[config.mk]
export PLATFORM = sky130hd
export DESIGN_NAME = cct_timing
export DESIGN_NICKNAME = d
export VERILOG_FILES = /design/src/shared/cct_pkg.sv /design/src/cct_timing.sv
export SDC_FILE = /design/constraint.sdc
export NUM_CORES = 1
export LEC_CHECK = 0
export BUFFER_PORTS_ARGS = -buffer_cell sky130_fd_sc_hd__buf_2
export CORE_ASPECT_RATIO = 1.1
export CORE_UTILIZATION = 30
export CTS_BUF_LIST = sky130_fd_sc_hd__clkbuf_4 sky130_fd_sc_hd__clkbuf_8
export DETAILED_ROUTE_END_ITERATION = 10
export PLACE_DENSITY = 0.54
export SYNTH_ARGS = -nofsm -noshare
export SYNTH_HDL_FRONTEND = slang
export SYNTH_HIERARCHICAL = 1
export SYNTH_SLANG_ARGS = --single-unit
[constraint.sdc]
create_clock -name core_clk -period 5.2 [get_ports core_clk]
set_clock_uncertainty 0.2 [all_clocks]
set_input_delay 0.78 -clock core_clk [delete_from_list [all_inputs] [get_ports core_clk]]
set_output_delay 0.78 -clock core_clk [all_outputs]
set_load 0.01 [all_outputs]
[src/shared/cct_pkg.sv]
// Constants for the conversion-rate timing block of the analog interface device.
// Assumes one 50 MHz core clock and control inputs from logic on that clock.
// What this block does
// - A receive prescaler divides the master clock by a settable count to make the band-pass filter clock.
// - A receive divider splits the band-pass filter clock down to the A/D strobe, locked to that clock.
// - A transmit divider splits the low-pass filter clock down to the D/A strobe, locked to that clock.
// - A control setting routes the input through the band-pass filter or bypasses it.
// - A control setting picks the primary or the auxiliary differential input pair.
// - A gain setting picks unity, two or four for whichever input pair is active.
// - The divider settings vary both conversion rates, floored at 15 filter clocks per conversion (19,200 per second at 288 kHz).
// - A pulse marks each finished transfer to the processor, and in byte mode a level tells first byte from second.
// - Timing runs independent or common, and the processor may nudge each conversion period by one step while running.
// - In common timing the low-pass filter clock drives both filters and the A/D strobe equals the D/A strobe.
// - Reset initializes every internal register except the FIFO storage, the control settings included, before traffic may start.
package cct_pkg;
  localparam int unsigned CORE_CLK_HZ   = 50_000_000;
  localparam int unsigned FILT_CLK_HZ   = 288_000;
  localparam int unsigned MAX_CONV_RATE = 19_200;
  // Fewest filter clocks per conversion that keeps the rate at or below the maximum
  localparam int unsigned MIN_B_DIV     = (FILT_CLK_HZ + MAX_CONV_RATE - 1) / MAX_CONV_RATE;
  localparam int unsigned CNT_W         = 8;
  localparam int unsigned WORD_W        = 16;
  localparam int unsigned FIFO_DEPTH    = 32;
  // Reset values of counters and settings
  localparam logic [CNT_W-1:0] PRE_CNT_RST = 8'h00;
  localparam logic [CNT_W-1:0] DIV_CNT_RST = 8'h00;
  localparam logic [1:0]       GAIN_X1     = 2'h0;
  localparam logic [1:0]       GAIN_X2     = 2'h1;
  localparam logic [1:0]       GAIN_X4     = 2'h2;
  localparam logic [1:0]       GAIN_RST    = GAIN_X1;
  // Drain side of the sample path
  typedef enum logic [2:0] {
    CCT_IDLE = 3'b001,
    CCT_HI   = 3'b010,
    CCT_LO   = 3'b100
  } cct_drain_e;
endpackage

[src/cct_timing.sv]
// Divider chain, control settings and sample output path of the conversion timing block.
// Assumes control inputs and converter data come from logic on core_clk; no synchronisers needed.
`timescale 1ns/1ps

// Plain first-word-fall-through FIFO
module cct_fifo
  import cct_pkg::*;
#(
  parameter int unsigned WIDTH = WORD_W,
  parameter int unsigned DEPTH = FIFO_DEPTH
) (
  input  wire logic             core_clk,
  input  wire logic             rst,
  input  wire logic [WIDTH-1:0] in_data,
  input  wire logic             in_valid,
  output logic                  in_ready,
  output logic      [WIDTH-1:0] out_data,
  output logic                  out_valid,
  input  wire logic             out_ready
);
  localparam int unsigned AW = $clog2(DEPTH);

  typedef struct packed {
    logic [DEPTH-1:0][WIDTH-1:0] mem;
    logic [AW:0]                 wr;
    logic [AW:0]                 rd;
  } cct_fifo_s;

  cct_fifo_s st;
  cct_fifo_s next_st;
  logic      full;
  logic      empty;

  // Extra pointer bit tells full from empty
  assign full      = (st.wr[AW] != st.rd[AW]) && (st.wr[AW-1:0] == st.rd[AW-1:0]);
  assign empty     = (st.wr == st.rd);
  assign in_ready  = !full;
  assign out_valid = !empty;
  assign out_data  = st.mem[st.rd[AW-1:0]];

  // Push and pop may share a cycle
  always_comb begin
    next_st = st;
    if (in_valid && !full) begin
      next_st.mem[st.wr[AW-1:0]] = in_data;
      next_st.wr = st.wr + 1'b1;
    end
    if (out_ready && !empty) begin
      next_st.rd = st.rd + 1'b1;
    end
  end

  always_ff @(posedge core_clk) begin
    if (rst) begin
      st.wr  <= '0;
      st.rd  <= '0;
      st.mem <= st.mem;
    end else begin
      st <= next_st;
    end
  end
endmodule

module cct_timing
  import cct_pkg::*;
#(
  parameter int unsigned PRE_W = CNT_W,
  parameter int unsigned DIV_W = CNT_W
) (
  input  wire logic              core_clk,
  input  wire logic              rst,
  input  wire logic [PRE_W-1:0]  rx_pre_count,
  input  wire logic [PRE_W-1:0]  tx_pre_count,
  input  wire logic [DIV_W-1:0]  rx_div_count,
  input  wire logic [DIV_W-1:0]  tx_div_count,
  input  wire logic              common_timing,
  input  wire logic              rx_adj_up,
  input  wire logic              rx_adj_down,
  input  wire logic              tx_adj_up,
  input  wire logic              tx_adj_down,
  input  wire logic              filter_bypass_req,
  input  wire logic              aux_select_req,
  input  wire logic [1:0]        gain_req,
  input  wire logic              byte_mode,
  input  wire logic [WORD_W-1:0] adc_data,
  input  wire logic              overrun_clr,
  output logic                   bp_filt_en,
  output logic                   lp_filt_en,
  output logic                   adc_strobe,
  output logic                   dac_strobe,
  output logic                   filter_bypass,
  output logic                   aux_select,
  output logic [1:0]             gain,
  output logic [WORD_W-1:0]      out_data,
  output logic                   out_valid,
  input  wire logic              out_ready,
  output logic                   xfer_done,
  output logic                   second_byte,
  output logic                   overrun
);
  typedef struct packed {
    logic [PRE_W-1:0]  rx_pre;
    logic [PRE_W-1:0]  tx_pre;
    logic [DIV_W-1:0]  rx_div;
    logic [DIV_W-1:0]  tx_div;
    logic [1:0]        rx_adj;
    logic [1:0]        tx_adj;
    logic              bp_en;
    logic              lp_en;
    logic              adc_stb;
    logic              dac_stb;
    logic              bypass;
    logic              aux;
    logic [1:0]        gain;
    logic              pend_valid;
    logic [WORD_W-1:0] pend_data;
    logic              overrun;
    cct_drain_e        drain;
    logic              hold_byte;
    logic [WORD_W-1:0] hold;
    logic [WORD_W-1:0] out_data;
    logic              done;
    logic              second;
  } cct_state_s;

  cct_state_s        st;
  cct_state_s        next_st;
  logic              fifo_in_ready;
  logic [WORD_W-1:0] fifo_data;
  logic              fifo_valid;
  logic              fifo_pop;

  // Count down to zero, then reload period-1; a zero period acts as one
  function automatic logic [DIV_W-1:0] div_next(input logic [DIV_W-1:0] cnt, input logic [DIV_W-1:0] period);
    logic [DIV_W-1:0] p;
    p = (period == '0) ? DIV_W'(1) : period;
    div_next = (cnt == '0) ? p - 1'b1 : cnt - 1'b1;
  endfunction

  // Conversion period in filter clocks, floored at the fastest legal rate, nudged by one step
  function automatic logic [DIV_W-1:0] b_period(input logic [DIV_W-1:0] cnt, input logic [1:0] adj);
    logic [DIV_W-1:0] p;
    p = (cnt < DIV_W'(MIN_B_DIV)) ? DIV_W'(MIN_B_DIV) : cnt;
    if (adj == 2'b10 && p != '1) begin
      p = p + 1'b1;
    end else if (adj == 2'b01 && p > DIV_W'(MIN_B_DIV)) begin
      p = p - 1'b1;
    end
    b_period = p;
  endfunction

  assign fifo_pop = (st.drain == CCT_IDLE) && fifo_valid;

  always_comb begin
    next_st = st;
    next_st.bp_en   = 1'b0;
    next_st.lp_en   = 1'b0;
    next_st.adc_stb = 1'b0;
    next_st.dac_stb = 1'b0;
    next_st.done    = 1'b0;

    // Transmit side: prescaler makes the low-pass filter clock, divider makes the D/A strobe
    next_st.tx_pre = PRE_W'(div_next(DIV_W'(st.tx_pre), DIV_W'(tx_pre_count)));
    if (st.tx_pre == '0) begin
      next_st.lp_en  = 1'b1;
      next_st.tx_div = div_next(st.tx_div, b_period(tx_div_count, st.tx_adj));
      if (st.tx_div == '0) begin
        next_st.dac_stb = 1'b1;
      end
    end
    // Nudge waits for the next reload; a request in the reload cycle is kept
    next_st.tx_adj = ((st.tx_pre == '0 && st.tx_div == '0) ? 2'b00 : st.tx_adj)
                     | {tx_adj_up, tx_adj_down};

    if (common_timing) begin
      // One filter clock for both filters, one strobe for both converters
      next_st.bp_en   = next_st.lp_en;
      next_st.adc_stb = next_st.dac_stb;
      next_st.rx_pre  = PRE_CNT_RST;
      next_st.rx_div  = DIV_CNT_RST;
      next_st.rx_adj  = 2'b00;
    end else begin
      next_st.rx_pre = PRE_W'(div_next(DIV_W'(st.rx_pre), DIV_W'(rx_pre_count)));
      if (st.rx_pre == '0) begin
        next_st.bp_en  = 1'b1;
        next_st.rx_div = div_next(st.rx_div, b_period(rx_div_count, st.rx_adj));
        if (st.rx_div == '0) begin
          next_st.adc_stb = 1'b1;
        end
      end
      next_st.rx_adj = ((st.rx_pre == '0 && st.rx_div == '0) ? 2'b00 : st.rx_adj)
                       | {rx_adj_up, rx_adj_down};
    end

    // Input path settings; the unused gain code falls back to unity
    next_st.bypass = filter_bypass_req;
    next_st.aux    = aux_select_req;
    next_st.gain   = (gain_req == GAIN_X2 || gain_req == GAIN_X4) ? gain_req : GAIN_X1;

    // Sample waits in a holding slot while the FIFO is full; a second sample then is lost
    if (st.pend_valid && fifo_in_ready) begin
      next_st.pend_valid = 1'b0;
    end
    if (overrun_clr) begin
      next_st.overrun = 1'b0;
    end
    if (st.adc_stb) begin
      if (st.pend_valid && !fifo_in_ready) begin
        next_st.overrun = 1'b1;                                                    // set beats clear
      end else begin
        next_st.pend_valid = 1'b1;
        next_st.pend_data  = adc_data;
      end
    end

    // Drain: whole word, or high byte then low byte
    unique case (st.drain)
      CCT_IDLE: begin
        if (fifo_valid) begin
          next_st.hold      = fifo_data;
          next_st.hold_byte = byte_mode;
          next_st.out_data  = byte_mode ? {8'h00, fifo_data[15:8]} : fifo_data;
          next_st.drain     = CCT_HI;
        end
      end
      CCT_HI: begin
        if (out_ready) begin
          if (st.hold_byte) begin
            next_st.out_data = {8'h00, st.hold[7:0]};
            next_st.second   = 1'b1;
            next_st.drain    = CCT_LO;
          end else begin
            next_st.done  = 1'b1;
            next_st.drain = CCT_IDLE;
          end
        end
      end
      CCT_LO: begin
        if (out_ready) begin
          next_st.done   = 1'b1;
          next_st.second = 1'b0;
          next_st.drain  = CCT_IDLE;
        end
      end
      default: next_st.drain = CCT_IDLE;
    endcase
  end

  // Whole state cleared to initial counts while reset is high
  always_ff @(posedge core_clk) begin
    if (rst) begin
      st           <= '0;
      st.rx_pre    <= PRE_CNT_RST;
      st.tx_pre    <= PRE_CNT_RST;
      st.rx_div    <= DIV_CNT_RST;
      st.tx_div    <= DIV_CNT_RST;
      st.gain      <= GAIN_RST;
      st.drain     <= CCT_IDLE;
    end else begin
      st <= next_st;
    end
  end

  cct_fifo #(
    .WIDTH (WORD_W),
    .DEPTH (FIFO_DEPTH)
  ) u_fifo (
    .core_clk  (core_clk),
    .rst       (rst),
    .in_data   (st.pend_data),
    .in_valid  (st.pend_valid),
    .in_ready  (fifo_in_ready),
    .out_data  (fifo_data),
    .out_valid (fifo_valid),
    .out_ready (fifo_pop)
  );

  assign bp_filt_en    = st.bp_en;
  assign lp_filt_en    = st.lp_en;
  assign adc_strobe    = st.adc_stb;
  assign dac_strobe    = st.dac_stb;
  assign filter_bypass = st.bypass;
  assign aux_select    = st.aux;
  assign gain          = st.gain;
  assign out_data      = st.out_data;
  assign out_valid     = (st.drain != CCT_IDLE);
  assign xfer_done     = st.done;
  assign second_byte   = st.second;
  assign overrun       = st.overrun;
endmodule

==> flow_summary.toml <==
[die]
die_area_um2 = 87200
die_h_um = 310
coreArea_um2 = 85100
die_w_um = 282
io_pins = 90
initial_core_util_pct = 30.3
num_rows = 112

[clocking]
clkTransAtPathRegs_ns = 0.06
holdBufCountCts = 0
cts_setup_buffers = 0
cts_buffer_depth = 3
cts_buffers = 99
ctsHtreeMaxLevel = 3
post_cts_resized = 0
cts_tree = "done"
clock_latency_ns = 0.71
cts_num_sinks = 616
clock_tree.root_cell = "clkbuf_8"

[critical_path]
path_depth = 10
r2r_start = "u_fifo/st[4]$_SDFFE_PP0P_"
reg2reg_to = "out_data[15]$_SDFFE_PP0P_"
cp_cell_sequence = "xnor2_1, o2111a_1, nand2_1, nand3_1, inv_1, a21oi_1, buf_4, nor3_1, a22oi_1, nor2_1"
crit_fanout = 42
crit_family = "simple AND/OR/NAND/NOR gates"
r2r_slack_ns = 1.39
cpPeakStageDelay_ns = 0.92
worstPathRequired_ns = 5.61
cpMaxStageDelayCell = "dfxtp_2"
critPathKind = "reg -> reg"
cp-end-kind = "register"
crit_start = "u_fifo/st[4]$_SDFFE_PP0P_"
crit_path_start_kind = "register"
critPathArrivalTime_ns = 4.22
worstRegToRegCells = 10
crit_buf_inv = 2

[finish]
area_growth_pct = 14.2
drive_above_1_share_pct = 24.6
final_util_pct = 34.6
final_nets = 1926
final_cell_area_um2 = 29500

[logic_synthesis]
syn_area_per_cell_um2 = 15.1
ys_seq_area_share_pct = 67.7
synth_commonest_cells = "edfxtp_1 (512), nor2_1 (154), nand2_1 (125), dfxtp_1 (104), a21oi_1 (95)"
yosys.area.top_type = "edfxtp_1"
synthCells = 1710
yosys-top-cells-area = "edfxtp_1 (60%), dfxtp_1 (8.1%), mux4_2 (7.0%)"
synth_top_area_share_pct = 59.6
synth_edf_count = 512
synth_area_um2 = 25800
synth_ff_type = "edfxtp_1"
postSynth.asyncResetShare_pct = 0
syn-num-nets = 1785
yosys_warnings = 6
post-synth-top-count-cell = "edfxtp_1"
synth_seq_cells = 616
yosysUniqueCellTypes = 91

[grt]
antenna_found_initial = 2
grtUsageMet1_pct = 18.6
globalRouteMet3Util_pct = 2.09
gr-max-usage-layer = "met2"
grtUsageMet2_pct = 24.6
grt_start_max_net_pins = 70
grt_pass1_wl_um = 95800
grt.total_usage_pct = 14.8
grt_pass1_vias = 15600
grt_overflow = 0

[worst_hold_path]
hp-class = "in -> reg"
holdCritStartpoint = "gain_req[0]"
min_to = "gain[1]$_SDFF_PP0_"
holdPathStages = 2

[flow_run]
drv_cap = 0

[sta]
rsz0062_at_grt = "false"
min_period_ns = 3.81
setup_ws_ns = 1.39
tns_ns = 0
drv_slew = 0
timing.final.crit_share_pct = 73.2
worst_slew_pin_slew_ns = 1.32
setup_viol = 0
max_slew_margin_pct = 12.2
max_freq_ghz = 0.263
hold_viol = 0

[placement]
pre_cts_slack_ns = 0.679
dpl.hpwl_um = 39200
io_buffers = 89
placed_area_um2 = 27500
place.gp.congestion = 0.863

[drt]
drt-wirelength-per-cell_um = 21.0
dr_total_vias = 15200
ant_nets = 0
drt_wl_total_um = 64600
drt_iter0_markers = 1226
vias_per_cell = 4.97
drc = 0
dr.pass1.iters = 5

[status]
status = "finished clean"

[power_and_ir_drop]
p_leak_nw = 9.53
max-vdd-ir-drop_mv = 0.206
p_per_area_nw_per_um2 = 407
totalPowerFinal_mw = 12.0
kinds of logic after synthesis:
family / share of synthesized area, %
AO/OA/AOI/OAI: 7.47
XOR/XNOR: 0.742
adder cells (fa/ha/maj): 0.630
buffers and inverters: 2.77
flip-flops: 67.7
multiplexers: 12.1
AND/OR/NAND/NOR: 8.61
placed cells by master (no fill, tap or decap), drive strengths merged, types with 16 or more instances in the layout:
cell type / Yosys / layout
o22ai: 17 / 17
a2bb2oi: 16 / 16
mux2: 51 / 51
clkinv: 0 / 43
nand3: 23 / 23
a21oi: 95 / 95
dfxtp: 104 / 104
a221oi: 19 / 19
mux4: 80 / 80
mux2i: 75 / 75
buf: 65 / 149
nand2: 125 / 125
nor4: 16 / 16
o21ai: 19 / 19
nor3: 28 / 28
edfxtp: 512 / 512
clkbuf: 44 / 125
inv: 16 / 18
a22oi: 42 / 42
nor2: 154 / 154
area by class of cell:
cell class	count	area, µm²
antenna	2	5.00
clock buffer	125	1580
clock inverter	52	353
fill	8174	55600
inverter	16	60.1
multi-input combinational	969	7640
sequential	616	17500
tap	1140	1430
timing repair buffer	149	923
where the power goes:
part           total (mW)  internal [mW]  switching [mW]
logic                2.07          0.698            1.37
registers            5.83           5.66           0.172
clock network        4.07           2.19            1.89
total                12.0           8.54            3.43
registers in the layout (all words and copies together), names as in the netlist:
register,flops
overrun,1
st,65
second_byte,1
u_fifo/st,524
adc_strobe,1
dac_strobe,1
out_data,16
lp_filt_en,1
aux_select,1
bp_filt_en,1
xfer_done,1
filter_bypass,1
gain,2
routing by layer:
metal | part of all wire [%] | up-vias
li1 | - | 6952
met1 | 43 | 7839
met2 | 49 | 345
met3 | 4.1 | 107
met4 | 4.1 | 0
met5 | 0 | -
worst max-delay path by stage:
stage                                     end
floorplan                 st[74]$_SDFFE_PP0P_
global placement          st[82]$_SDFFE_PP0P_
detailed placement        st[82]$_SDFFE_PP0P_
CTS                 out_data[15]$_SDFFE_PP0P_
global route              st[82]$_SDFFE_PP0P_
finish              out_data[15]$_SDFFE_PP0P_
per-stage QoR:
step	std cells	hold WS (ns)
2_1_floorplan	1710	0.237
3_3_place_gp	2890	0.243
3_5_place_dp	2890	0.251
4_1_cts	3067	0.00912
5_1_grt	3068	0.0480
6_report	3069	0.0780
No activity file was read; power rests on OpenSTA's default activity.
